===== src/design/fsr_defines.vh =====
// opcodes, flag positions and timing counts for the suspend/power-down interpreter
`ifndef FSR_DEFINES_VH
`define FSR_DEFINES_VH

`define FSR_OP_SUS_A      8'h75
`define FSR_OP_SUS_B      8'hb0
`define FSR_OP_RSM_A      8'h7a
`define FSR_OP_RSM_B      8'h30
`define FSR_OP_PDN        8'hb9
`define FSR_OP_RELEASE    8'hab
`define FSR_OP_WRSR       8'h01
`define FSR_OP_NORMAL_ARRAY_READ       8'h03
`define FSR_OP_FRD        8'h0b
`define FSR_OP_FRDIO      8'hbb
`define FSR_OP_FRDO       8'h3b
`define FSR_OP_QUAD_IO_FAST_READ      8'heb
`define FSR_OP_FRQO       8'h6b
`define FSR_OP_FRDTR      8'h0d
`define FSR_OP_FRDDTR     8'hbd
`define FSR_OP_FRQDTR     8'hed
`define FSR_OP_PP         8'h02
`define FSR_OP_PPQ_A      8'h32
`define FSR_OP_PPQ_B      8'h38
`define FSR_OP_WRITE_ENABLE_INSTRUCTION       8'h06
`define FSR_OP_WRDI       8'h04
`define FSR_OP_STATUS_REGISTER_READ       8'h05
`define FSR_OP_FUNCTION_REGISTER_READ       8'h48
`define FSR_OP_ERROR_BITS_CLEAR      8'h82
`define FSR_OP_VOLATILE_READ_PARAM_SET_A     8'hc0
`define FSR_OP_VOLATILE_READ_PARAM_SET_B     8'h63
`define FSR_OP_VOLATILE_EXT_PARAM_SET      8'h83
`define FSR_OP_READ_PARAM_READBACK       8'h61
`define FSR_OP_EXT_PARAM_READBACK      8'h81
`define FSR_OP_STANDARD_IDENTIFIER_READ     8'h9f
`define FSR_OP_MAKER_DEVICE_IDENTIFIER_READ     8'h90
`define FSR_OP_RDJDIDQ    8'haf
`define FSR_OP_UNIQUE_IDENTIFIER_READ      8'h4b
`define FSR_OP_DISCOVERABLE_PARAM_READ     8'h5a
`define FSR_OP_NOP        8'h00
`define FSR_OP_RESET_ENABLE_INSTRUCTION      8'h66
`define FSR_OP_RST        8'h99
`define FSR_OP_INFORMATION_ROW_READ       8'h68
`define FSR_OP_SECTOR_UNLOCK_INSTRUCTION  8'h26
`define FSR_OP_SECTOR_LOCK_INSTRUCTION    8'h24
`define FSR_OP_AUTOBOOT_REGISTER_READ      8'h14

`define FSR_FR_PROGRAM_SUSPENDED_FLAG_BIT   2
`define FSR_FR_ERASE_SUSPENDED_FLAG_BIT   3

`define FSR_CLK_MHZ       200
`define FSR_T_SUS_US      100
`define FSR_T_DP_US       3
`define FSR_SUS_CYCLES    (`FSR_T_SUS_US * `FSR_CLK_MHZ)
`define FSR_DP_CYCLES     (`FSR_T_DP_US * `FSR_CLK_MHZ)
`define FSR_CNT_W         16

`endif


===== src/design/fsr_ctrl.v =====
// command acceptance for suspend, resume and deep power-down of a serial flash
// Contract
// - suspend accepted during array program; interrupts it, then allows other instructions.
// - program suspended: refuse status write, programs and reads of programmed page.
// - suspend sets program flag; nothing accepted until ready; host polls or waits.
// - setting the program-suspended flag clears the write enable latch.
// - resume restarts suspended operation and clears the matching suspend flag.
// - quad mode cycle is two nibbles, most significant first.
// - all array read variants accepted during either suspend.
// - page programs, write enable, sector lock/unlock only in erase suspend.
// - status read, function read, error clear and resume accepted when suspended.
// - volatile parameter sets and their read-backs accepted when suspended.
// - every identification read accepted when suspended.
// - unique id, discoverable, info row, autoboot reads and no-op accepted.
// - software reset accepted when suspended only right after reset enable.
// - while suspended, only allow-listed instructions accepted; others rejected (code still enters power-down on the power-down instruction).
// - power-down entered only if select rises after the instruction latched.
// - power-down entry completes within the power-down entry time.
// - in power-down only release instruction recognised; all else ignored.
// - power-down instruction works in single-lane and four-lane mode.
// - function register bit 2 program-suspended, bit 3 erase-suspended.
// - ready for reads within the suspend latency after suspend.
// - suspend ignored during full-chip erase.
`timescale 1ns/1ps
`include "fsr_defines.vh"
module fsr_ctrl (
  input  wire       clk,
  input  wire       arst_n,
  input  wire       cs_n,
  input  wire       sck,
  input  wire [3:0] io_in,
  input  wire       quad_mode,
  input  wire       program_busy,
  input  wire       sector_erase_busy,
  input  wire       chip_erase_busy,
  input  wire       write_enable_set,
  input  wire       write_enable_clear,
  input  wire       read_targets_busy,
  output reg        program_suspended_flag,
  output reg        erase_suspended_flag,
  output reg        write_enable_latch,
  output reg        write_in_progress_bit,
  output reg  [7:0] function_reg_flags,
  output reg        op_pause,
  output reg        power_down,
  output reg        release_request,
  output reg        cmd_accept,
  output reg  [7:0] cmd_opcode,
  output reg        cmd_reject,
  output reg        soft_reset
);
  localparam ST_IDLE    = 2'd0;
  localparam ST_SUS_WT  = 2'd1;
  localparam ST_PDN_WT  = 2'd2;
  localparam ST_PDN     = 2'd3;

  localparam [`FSR_CNT_W-1:0] SUS_CNT = `FSR_SUS_CYCLES;
  localparam [`FSR_CNT_W-1:0] DP_CNT  = `FSR_DP_CYCLES;

  // select is synchronised already inverted so reset reads as deselected
  wire       sel_s;
  wire       sck_s;
  wire [3:0] io_s;
  reg        sck_d;
  reg        sel_d;
  wire       sel = sel_s;
  wire       sck_rise = sck_s & ~sck_d;
  wire       cs_rise = sel_d & ~sel;
  wire [7:0] op;
  wire       op_valid;

  fsr_sync u_cs (.clk(clk), .arst_n(arst_n), .d(~cs_n), .q(sel_s));
  fsr_sync u_sck (.clk(clk), .arst_n(arst_n), .d(sck), .q(sck_s));
  genvar gi;
  generate
    for (gi = 0; gi < 4; gi = gi + 1) begin : g_io
      fsr_sync u_io (.clk(clk), .arst_n(arst_n), .d(io_in[gi]), .q(io_s[gi]));
    end
  endgenerate

  fsr_shifter u_shift (
    .clk          (clk),
    .arst_n       (arst_n),
    .sel          (sel),
    .sck_rise     (sck_rise),
    .quad_mode    (quad_mode),
    .io_in        (io_s),
    .opcode       (op),
    .opcode_valid (op_valid)
  );

  reg [1:0]            state;
  reg [`FSR_CNT_W-1:0] cnt;
  reg [7:0]            held_op;
  reg                  held;
  reg                  extra_bits;
  reg                  reset_armed;

  // classification of the latched opcode
  reg is_sus;
  reg is_rsm;
  reg is_read;
  reg is_prog;
  reg is_write_enable_instruction;
  reg is_lock;
  reg is_common;
  always @* begin
    is_sus  = (held_op == `FSR_OP_SUS_A) || (held_op == `FSR_OP_SUS_B);
    is_rsm  = (held_op == `FSR_OP_RSM_A) || (held_op == `FSR_OP_RSM_B);
    is_read = 1'b0;
    case (held_op)
      `FSR_OP_NORMAL_ARRAY_READ, `FSR_OP_FRD, `FSR_OP_FRDIO, `FSR_OP_FRDO, `FSR_OP_QUAD_IO_FAST_READ,
      `FSR_OP_FRQO, `FSR_OP_FRDTR, `FSR_OP_FRDDTR, `FSR_OP_FRQDTR: is_read = 1'b1;
      default: is_read = 1'b0;
    endcase
    is_prog = (held_op == `FSR_OP_PP) || (held_op == `FSR_OP_PPQ_A) ||
              (held_op == `FSR_OP_PPQ_B);
    is_write_enable_instruction = (held_op == `FSR_OP_WRITE_ENABLE_INSTRUCTION);
    is_lock = (held_op == `FSR_OP_SECTOR_LOCK_INSTRUCTION) || (held_op == `FSR_OP_SECTOR_UNLOCK_INSTRUCTION);
    is_common = 1'b0;
    case (held_op)
      `FSR_OP_STATUS_REGISTER_READ, `FSR_OP_FUNCTION_REGISTER_READ, `FSR_OP_ERROR_BITS_CLEAR, `FSR_OP_RSM_A, `FSR_OP_RSM_B: is_common = 1'b1;
      `FSR_OP_VOLATILE_READ_PARAM_SET_A, `FSR_OP_VOLATILE_READ_PARAM_SET_B, `FSR_OP_VOLATILE_EXT_PARAM_SET, `FSR_OP_READ_PARAM_READBACK,
      `FSR_OP_EXT_PARAM_READBACK: is_common = 1'b1;
      `FSR_OP_RELEASE, `FSR_OP_STANDARD_IDENTIFIER_READ, `FSR_OP_MAKER_DEVICE_IDENTIFIER_READ, `FSR_OP_RDJDIDQ: is_common = 1'b1;
      `FSR_OP_UNIQUE_IDENTIFIER_READ, `FSR_OP_DISCOVERABLE_PARAM_READ, `FSR_OP_INFORMATION_ROW_READ, `FSR_OP_AUTOBOOT_REGISTER_READ,
      `FSR_OP_NOP, `FSR_OP_RESET_ENABLE_INSTRUCTION: is_common = 1'b1;
      default: is_common = 1'b0;
    endcase
  end

  wire any_sus = program_suspended_flag | erase_suspended_flag;
  wire allowed = is_common || (is_read && !(program_suspended_flag && read_targets_busy)) ||
                 (erase_suspended_flag && (is_prog || is_write_enable_instruction || is_lock || is_sus)) ||
                 (held_op == `FSR_OP_RST && reset_armed);

  reg [1:0]  next_state;
  reg [`FSR_CNT_W-1:0] next_cnt;

  always @(posedge clk or negedge arst_n) begin
    if (!arst_n) begin
      sck_d                  <= 1'b0;
      sel_d                  <= 1'b0;
      held                   <= 1'b0;
      held_op                <= 8'h00;
      extra_bits             <= 1'b0;
      reset_armed            <= 1'b0;
      state                  <= ST_IDLE;
      cnt                    <= {`FSR_CNT_W{1'b0}};
      program_suspended_flag <= 1'b0;
      erase_suspended_flag   <= 1'b0;
      write_enable_latch     <= 1'b0;
      write_in_progress_bit  <= 1'b0;
      function_reg_flags     <= 8'h00;
      op_pause               <= 1'b0;
      power_down             <= 1'b0;
      release_request        <= 1'b0;
      cmd_accept             <= 1'b0;
      cmd_opcode             <= 8'h00;
      cmd_reject             <= 1'b0;
      soft_reset             <= 1'b0;
    end else begin
      sck_d           <= sck_s;
      sel_d           <= sel;
      cmd_accept      <= 1'b0;
      cmd_reject      <= 1'b0;
      soft_reset      <= 1'b0;
      release_request <= 1'b0;
      if (op_valid) begin
        held_op <= op;
        held    <= 1'b1;
      end else if (sel && sck_rise && held) begin
        extra_bits <= 1'b1;
      end
      if (!sel_d) begin
        held       <= 1'b0;
        extra_bits <= 1'b0;
      end
      if (write_enable_set) begin
        write_enable_latch <= 1'b1;
      end else if (write_enable_clear) begin
        write_enable_latch <= 1'b0;
      end
      // a paused engine still reports busy; mask it once the suspend is ready
      write_in_progress_bit <= ((program_busy | sector_erase_busy | chip_erase_busy) &
                                ~any_sus) | (state == ST_SUS_WT);
      function_reg_flags <= 8'h00;
      function_reg_flags[`FSR_FR_PROGRAM_SUSPENDED_FLAG_BIT] <= program_suspended_flag;
      function_reg_flags[`FSR_FR_ERASE_SUSPENDED_FLAG_BIT] <= erase_suspended_flag;
      state <= state;
      cnt   <= cnt;
      case (state)
        ST_IDLE: begin
          // command acts on select rise with a complete opcode only
          if (cs_rise && held) begin
            if (held_op == `FSR_OP_PDN) begin
              state <= ST_PDN_WT;
              cnt   <= DP_CNT;
            end else if (is_sus && !any_sus) begin
              if (program_busy) begin
                program_suspended_flag <= 1'b1;
                write_enable_latch     <= 1'b0;
                op_pause               <= 1'b1;
                state                  <= ST_SUS_WT;
                cnt                    <= SUS_CNT;
              end else if (sector_erase_busy && !chip_erase_busy) begin
                erase_suspended_flag <= 1'b1;
                write_enable_latch   <= 1'b0;
                op_pause             <= 1'b1;
                state                <= ST_SUS_WT;
                cnt                  <= SUS_CNT;
              end
            end else if (is_rsm) begin
              if (any_sus) begin
                program_suspended_flag <= 1'b0;
                erase_suspended_flag   <= 1'b0;
                op_pause               <= 1'b0;
                cmd_accept             <= 1'b1;
                cmd_opcode             <= held_op;
              end
            end else if (any_sus && !allowed) begin
              cmd_reject <= 1'b1;
            end else if (any_sus && (held_op == `FSR_OP_WRSR)) begin
              cmd_reject <= 1'b1;
            end else begin
              cmd_accept <= 1'b1;
              cmd_opcode <= held_op;
              if (held_op == `FSR_OP_RST && (reset_armed || !any_sus)) begin
                soft_reset <= 1'b1;
              end
            end
            reset_armed <= (held_op == `FSR_OP_RESET_ENABLE_INSTRUCTION);
          end
        end
        ST_SUS_WT: begin
          // busy until ready; every instruction dropped
          if (cs_rise && held) begin
            cmd_reject <= 1'b1;
          end
          if (cnt <= 1) begin
            state <= ST_IDLE;
          end else begin
            cnt <= cnt - 1'b1;
          end
        end
        ST_PDN_WT: begin
          if (cnt <= 1) begin
            power_down <= 1'b1;
            state      <= ST_PDN;
          end else begin
            cnt <= cnt - 1'b1;
          end
        end
        ST_PDN: begin
          // release ignored while an internal write is still running
          if (cs_rise && held) begin
            if (held_op == `FSR_OP_RELEASE && !write_in_progress_bit) begin
              power_down      <= 1'b0;
              release_request <= 1'b1;
              state           <= ST_IDLE;
            end
          end
        end
        default: state <= ST_IDLE;
      endcase
    end
  end
endmodule


===== src/design/fsr_sync.v =====
// two-flop synchroniser for one pin
`timescale 1ns/1ps
module fsr_sync (
  input  wire clk,
  input  wire arst_n,
  input  wire d,
  output reg  q
);
  reg meta;

  always @(posedge clk or negedge arst_n) begin
    if (!arst_n) begin
      meta <= 1'b0;
      q    <= 1'b0;
    end else begin
      meta <= d;
      q    <= meta;
    end
  end
endmodule


===== src/design/fsr_shifter.v =====
// instruction shifter: one bit per sck rise in spi, one nibble in quad mode
`timescale 1ns/1ps
module fsr_shifter (
  input  wire       clk,
  input  wire       arst_n,
  input  wire       sel,
  input  wire       sck_rise,
  input  wire       quad_mode,
  input  wire [3:0] io_in,
  output reg  [7:0] opcode,
  output reg        opcode_valid
);
  reg [3:0] cnt;
  reg [7:0] sh;

  always @(posedge clk or negedge arst_n) begin
    if (!arst_n) begin
      cnt          <= 4'h0;
      sh           <= 8'h00;
      opcode       <= 8'h00;
      opcode_valid <= 1'b0;
    end else begin
      opcode_valid <= 1'b0;
      if (!sel) begin
        cnt <= 4'h0;
      end else if (sck_rise && cnt != 4'h8) begin
        if (quad_mode) begin
          // high nibble first
          sh  <= {sh[3:0], io_in};
          cnt <= cnt + 4'h4;
          if (cnt == 4'h4) begin
            opcode       <= {sh[3:0], io_in};
            opcode_valid <= 1'b1;
          end
        end else begin
          sh  <= {sh[6:0], io_in[0]};
          cnt <= cnt + 4'h1;
          if (cnt == 4'h7) begin
            opcode       <= {sh[6:0], io_in[0]};
            opcode_valid <= 1'b1;
          end
        end
      end
    end
  end
endmodule


===== config.mk =====
export PLATFORM = sky130hd
export DESIGN_NAME = fsr_ctrl
export DESIGN_NICKNAME = d
export VERILOG_FILES = /design/src/design/fsr_ctrl.v /design/src/design/fsr_sync.v /design/src/design/fsr_shifter.v
export VERILOG_INCLUDE_DIRS = /design/src /design/src/design
export SDC_FILE = /design/constraint.sdc
export NUM_CORES = 1
export LEC_CHECK = 0
export ABC_AREA = 1
export BUFFER_PORTS_ARGS = -buffer_cell sky130_fd_sc_hd__buf_2
export CAP_MARGIN = 5
export CORE_ASPECT_RATIO = 0.6
export CORE_MARGIN = 4
export CORE_UTILIZATION = 30
export DETAILED_ROUTE_END_ITERATION = 8
export SLEW_MARGIN = 30
export SYNTH_ARGS = -nofsm -noshare
export SYNTH_HDL_FRONTEND = slang
export SYNTH_HIERARCHICAL = 1
export SYNTH_SLANG_ARGS = --single-unit

===== constraint.sdc =====
create_clock -name clk -period 2.5 [get_ports clk]
set_input_delay 0.125 -clock clk [delete_from_list [all_inputs] [get_ports clk]]
set_output_delay 0.125 -clock clk [all_outputs]
set_load 0.05 [all_outputs]

==> results of run 1 <==
[power groups by stage]
stage	registers [mW]	logic (mW)	clock network [mW]
finish	1.60	0.646	1.48
global route	1.62	0.736	1.57
CTS	1.60	0.647	1.51
detailed placement	1.62	0.637	0
global placement	1.62	0.639	0
floorplan	1.65	0.424	0
[synth_stat cells, types with 2 or more instances]
cell	number	area [µm²]
nand2_1	179	672
nand4_1	5	31.3
nand3_1	26	130
o21ai_0	25	125
nand3_4	3	52.6
buf_6	4	45.0
a21oi_1	12	60.1
ha_1	10	125
nand2_2	7	43.8
xnor2_1	3	26.3
nor2_2	3	18.8
nor3_1	8	40.0
o21ai_2	10	87.6
clkbuf_1	2	7.51
o21ai_1	15	75.1
nor2_4	3	33.8
nor2_1	78	293
xor2_1	5	43.8
nand2_4	2	22.5
dfrtp_1	82	2050
buf_2	2	10.0
buf_4	6	45.0
inv_1	55	206
inv_2	11	41.3
o31ai_1	4	30.0
[stage by stage]
stage          instances  hold slack (ns)  area, µm²  utilization
3_3_place_gp         800            0.141       4800        0.331
5_1_grt              823            0.133       5210        0.359
3_5_place_dp         800            0.138       4800        0.331
4_1_cts              823           0.0978       5210        0.359
6_report             823           0.0950       5210        0.359
2_1_floorplan        581           -0.171       4480            -
[worst max-delay path by stage]
| stage | from | endpoint | slack (ns) | cells past startpoint |
|---|---|---|---|---|
| 5_1_grt | state[1] | cmd_opcode[3] | 0.02 | 11 |
| 6_report | state[1] | cmd_opcode[4] | 0.29 | 11 |
| 2_1_floorplan | state[0] | cmd_opcode[0] | 0.62 | 11 |
| 3_5_place_dp | state[1] | cmd_opcode[4] | 0.33 | 11 |
| 4_1_cts | state[1] | cmd_opcode[4] | 0.31 | 11 |
| 3_3_place_gp | state[0] | cmd_opcode[3] | 0.41 | 11 |
[critical path: stages, from the launching register on]
cell     delay, ns
dfrtp_1       0.43
inv_1         0.10
ha_1          0.25
inv_1         0.13
nor2_1        0.19
nand2_1       0.15
inv_1         0.09
nand2_1       0.09
a21oi_2       0.38
nand2_4       0.15
nand2_1       0.09
nand2_1       0.05
[per-layer routing]
| layer | GRT usage | up-vias | part of all wire |
|---|---|---|---|
| li1 | - | 1895 | - |
| met1 | 0.227 | 1610 | 0.59 |
| met2 | 0.145 | 113 | 0.32 |
| met3 | 0.0343 | 8 | 0.085 |
| met4 | 0.0285 | 0 | 0.0078 |
| met5 | 0 | - | 0 |
[cell type report]
type | count | area (µm²) | area share
inverters | 68 | 265 | 0.0509
multi-input cells | 416 | 2040 | 0.391
flip-flops and latches | 82 | 2050 | 0.394
repair buffers | 43 | 270 | 0.0519
clock inverters | 5 | 86.3 | 0.0166
well taps | 198 | 248 | 0.0476
clock buffers | 11 | 253 | 0.0485
[flip-flops by register name (all words and copies together) (netlist names), 2 cells and up]
name                flops
cnt                    16
cmd_opcode              8
held_op                 8
u_shift/opcode          8
u_shift/sh              7
g_io.u_io/meta          4
g_io.u_io/q             4
u_shift/cnt             4
function_reg_flags      2
state                   2
[logic make-up (layout without fill, tap and decap cells)]
family,after synthesis,count (layout),share of synthesized area
AOI/OAI and AO/OA,73,73,0.0994
DFF,82,82,0.460
and+or+nand+nor,319,319,0.309
adders and majority gates,10,10,0.0281
other,1,6,0.000841
buffers and inverters,83,127,0.0870
xor gates and xnor gates,8,8,0.0157
==> results.tsv, run 1 <==
metric	value	unit
status	completed	
critical path class	reg2reg	
Max Cap Viol	0	
Final Total Pwr	3.73	mW
FF-to-FF Start	state[1]	
CP max FO	9	
PortBufs	34	
Max VDD drop	0.000363	V
Psw	1.15	mW
commonest non-fill, non-tap cell in the layout	nand2_1	
Final period util	0.882	
layout cell share with drive strength beyond 1	0.155	
EDFF count, synth	0	
reg2reg path depth	11	
Worst Hold End	write_in_progress_bit	
hold_sp	sector_erase_busy	
crit path time final	2.21	ns
CP Launch Type	register	
Die ar.	0.0169	mm²
Final Hold Fails	0	
Clock Tree Root	clkbuf_16	
Mapped Cells	576	
Area growth, synth to finish	16.9	%
WP data arrival	2.43	ns
sw frac	0.308	
largest net degree at the start of global routing	46	
DR vias	3626	
DRT Pass-1 Iters	5	
Wirelength per Cell	12.5	µm
Worst Skew	0.00762	ns
HPWL after detailed placement	7.82	mm
vias in the first global route	3258	
cts repair resizes	0	
Skew-Pair Late Insertion Delay	0.34	ns
sequential share of power	0.430	
Post-DRT Antenna Nets	0	
worst slack, placed	0.334	ns
first-pass GRT wire length	17.2	mm
Clock Path Buffers	2	
die width	165	µm
Power Internal	2.58	mW
initial antenna violation count	0	
Diodes inserted	0	
asr flop ratio synth	1.00	
final setup fails	0	
postcts setup bufs	0	
clock network fraction of design power	0.397	
Slew HR	0.652	
Pwr per Cell Area	715	mW/mm²
fin. max-slew vios	0	
Hold Crit Class	in2reg	
DR iter-0 viols	326	
Peak Freq	453	MHz
Fillers	1495	
final WL	10.3	mm
Nets	645	
register area share after synthesis	0.460	
total gr overflow	0	
flop-to-flop setup slack	0.29	ns
core box area	0.0145	mm²
Post-Syn Area per Cell	7.74	µm²
clk sinks	82	
Hold Path Stages	3	
worst reg2reg endpoint	cmd_opcode[4]	
clock transition at the registers of the reported paths	0.06	ns
Yosys reg bits	82	
CTS tree	yes	
CP required	2.72	ns
Worst-Margin Slew	0.522	ns
Worst setup EP type	register	
hold_buf cts	7	
Synth cell types	41	
GP Congestion	0.984	
H-tree levels	3	
RSZ-0062 raised after global routing	no	
final worst slack	0.294	ns
DR vias/cell	4.41	
IO Count	41	
die height	102	µm
synthesized cell area	0.00446	mm²
leakage power	2.62	nW
total CTS buffers	9	
commonest non-fill, non-tap cells in the layout	nand2_1 (179), dfrtp_1 (82), nor2_1 (78)	
All-Layer GR Usage	0.129	
Gate power share	0.173	
residual DRC count	0	
# rows	34	
most common flop cell mapped by yosys	dfrtp_1	
Starting Density	0.307	
Final TNS setup	0	ns
Ys Warns	6	
Power figures use the tool's default switching activity.
==> run 2: changes to the inputs <==
--- a/config.mk
+++ b/config.mk
@@ -11,8 +11,10 @@
 export CAP_MARGIN = 5
 export CORE_ASPECT_RATIO = 0.6
 export CORE_MARGIN = 4
-export CORE_UTILIZATION = 30
+export CORE_UTILIZATION = 64
+export CTS_CLUSTER_DIAMETER = 150
 export DETAILED_ROUTE_END_ITERATION = 8
+export PLACE_DENSITY = 0.85
 export SLEW_MARGIN = 30
 export SYNTH_ARGS = -nofsm -noshare
 export SYNTH_HDL_FRONTEND = slang
==> constraint.sdc (replaced) <==
create_clock -name clk -period 2.65 [get_ports clk]
set_input_delay 0.1325 -clock clk [delete_from_list [all_inputs] [get_ports clk]]
set_output_delay 0.1325 -clock clk [all_outputs]
set_load 0.05 [all_outputs]
==> run 2 against run 1 <==
  * Clock power shrank 24%
  * Power shrank 12%
  * Maximum frequency grew 0.22%
  * Highest routed layer unchanged
==> results.tsv, run 2 (synthesis results as in run 1) <==
metric	value	unit	change
status	completed		unchanged
Worst setup EP type	register		unchanged
Area growth, synth to finish	11.8	%	was 16.9%
Wirelength per Cell	13.7	µm	was 12.5 µm
Die ar.	0.00841	mm²	was 0.0169 mm²
crit path time final	2.20	ns	was 2.21 ns
All-Layer GR Usage	0.253		was 0.129
die height	72.6	µm	was 102 µm
IO Count	41		unchanged
total CTS buffers	9		unchanged
reg2reg path depth	11		unchanged
leakage power	2.57	nW	was 2.62 nW
Gate power share	0.191		was 0.173
vias in the first global route	3570		was 3258
sw frac	0.324		was 0.308
die width	116	µm	was 165 µm
final setup fails	0		unchanged
CP max FO	9		unchanged
commonest non-fill, non-tap cell in the layout	nand2_1		unchanged
H-tree levels	3		unchanged
Final Total Pwr	3.27	mW	was 3.73 mW
cts repair resizes	0		unchanged
CTS tree	yes		unchanged
worst reg2reg endpoint	cmd_opcode[2]		was cmd_opcode[4]
DR vias	3828		was 3626
worst setup path endpoint	cmd_opcode[2]		was cmd_opcode[4]
Critical-path top delay cell	dfrtp_1		unchanged
first-pass GRT wire length	16.9	mm	was 17.2 mm
Final TNS setup	0	ns	unchanged
largest net degree at the start of global routing	83		was 46
final worst slack	0.449	ns	was 0.294 ns
layout cell share with drive strength beyond 1	0.149		was 0.155
DRT Pass-1 Iters	5		unchanged
Largest register FFs	16		unchanged
# rows	23		was 34
CP required	2.86	ns	was 2.72 ns
residual DRC count	0		unchanged
WP data arrival	2.41	ns	was 2.43 ns
Worst Skew	0.00582	ns	was 0.00762 ns
cell breakdown of the critical path	inv_1 > ha_1 > inv_1 > nor2_1 > nand2_1 > inv_1 > nand2_1 > a21oi_2 > nand2_4 > nand2_1 > nand2_1		unchanged
critical path class	reg2reg		unchanged
clock transition at the registers of the reported paths	0.06	ns	about the same
start point of the critical path	state[0]		was state[1]
Clock Path Buffers	2		unchanged
Nets	643		was 645
final core utilization	0.743		was 0.359
CP Launch Type	register		unchanged
Crit path largest cell delay	0.41	ns	was 0.43 ns
clock network fraction of design power	0.345		was 0.397
flop-to-flop setup slack	0.45	ns	was 0.29 ns
RSZ-0062 raised after global routing	no		unchanged
Most common cell on crit path	nand2_1		unchanged
clk sinks	82		unchanged
initial antenna violation count	0		unchanged
register name with the most flops	cnt		unchanged
postcts setup bufs	0		unchanged
core box area	0.00671	mm²	was 0.0145 mm²
DP Area	0.00464	mm²	was 0.00480 mm²
DR iter-0 viols	306		was 326
fin. max-slew vios	0		unchanged
Max Cap Viol	0		unchanged
Starting Density	0.665		was 0.307
total gr overflow	0		unchanged
DR vias/cell	5.39		was 4.41
Final period util	0.831		was 0.882
final WL	9.76	mm	was 10.3 mm
Max VDD drop	0.000451	V	was 0.000363 V
Post-DRT Antenna Nets	0		unchanged
GP Congestion	0.989		was 0.984
Clock Tree Root	clkbuf_16		unchanged
PortBufs	34		unchanged
Skew-Pair Late Insertion Delay	0.33	ns	was 0.34 ns
Peak Freq	454	MHz	was 453 MHz
Worst-Margin Slew	0.722	ns	was 0.522 ns
Psw	1.06	mW	was 1.15 mW
Diodes inserted	0		unchanged
commonest non-fill, non-tap cells in the layout	nand2_1 (179), dfrtp_1 (82), nor2_1 (78)		unchanged
FF-to-FF Start	state[0]		was state[1]
Power Internal	2.21	mW	was 2.58 mW
hold_sp	write_enable_set		was sector_erase_busy
Final Hold Fails	0		unchanged
sequential share of power	0.463		was 0.430
worst slack, placed	0.494	ns	was 0.334 ns
final instance area	0.00498	mm²	was 0.00521 mm²
Hold Crit Class	in2reg		unchanged
HPWL after detailed placement	7.24	mm	was 7.82 mm
Pwr per Cell Area	656	mW/mm²	was 715 mW/mm²
Slew HR	0.519		was 0.652
run 2: cell count changes in the layout (fill, tap and decap cells not counted), sizes merged:
cell      change
clkinv        -2
clkbuf        +1
buf           -2
clkinvlp      +3
bufinv        -2
run 2: through the flow:
| stage | cells | hold WS [ns] |
|---|---|---|
| 2_1_floorplan | 581 | -0.163 |
| 3_3_place_gp | 687 | 0.241 |
| 3_5_place_dp | 687 | 0.225 |
| 4_1_cts | 710 | 0.102 |
| 5_1_grt | 710 | 0.109 |
| 6_report | 710 | 0.104 |
run 2: layout make-up:
type | count | area [µm²]
Sequential cell | 82 | 2050
Multi-Input combinational cell | 416 | 2040
Fill cell | 508 | 1720
Inverter | 68 | 265
Clock buffer | 12 | 246
Timing Repair Buffer | 41 | 246
Tap cell | 87 | 109
Clock inverter | 4 | 27.5
run 2: worst min-delay path by stage:
stage / slack [ns] / depth (start not counted) / endpoint
detailed placement: 0.22 / 1 / cmd_opcode[6]
global placement: 0.24 / 1 / g_io[3].u_io/meta
CTS: 0.10 / 3 / write_enable_latch
finish: 0.10 / 3 / write_enable_latch
floorplan: -0.16 / 0 / cmd_accept
global route: 0.11 / 3 / write_enable_latch
run 2: what timing repair did:
| item | 4_1_cts | 5_1_grt |
|---|---|---|
| hold buffers | 7 | 0 |
| endpoints found under the setup margin | 0 | 0 |
| hold endpoints to repair | 88 | 0 |
run 2: routing by layer:
layer	wire (µm)	track usage	part of all wire
met1	4720	0.385	0.48
met2	4070	0.371	0.42
met3	892	0.0655	0.091
met4	82	0.0476	0.0084
met5	0	0	0
run 2: worst max-delay path, delay by kind of cell (launching register included):
family | cells | cell delay [ns]
AO/OA/AOI/OAI | 1 | 0.34
AND/OR/NAND/NOR | 6 | 0.72
flip-flops | 1 | 0.41
buffers and inverters | 3 | 0.34
adder cells (fa/ha/maj) | 1 | 0.28
run 2: power by group through the flow:
stage,Combinational (mW),Sequential (mW),Clock (mW)
3_5_place_dp,0.600,1.53,0
3_3_place_gp,0.594,1.53,0
6_report,0.625,1.51,1.13
4_1_cts,0.615,1.51,1.14
2_1_floorplan,0.400,1.56,0
5_1_grt,0.698,1.53,1.20
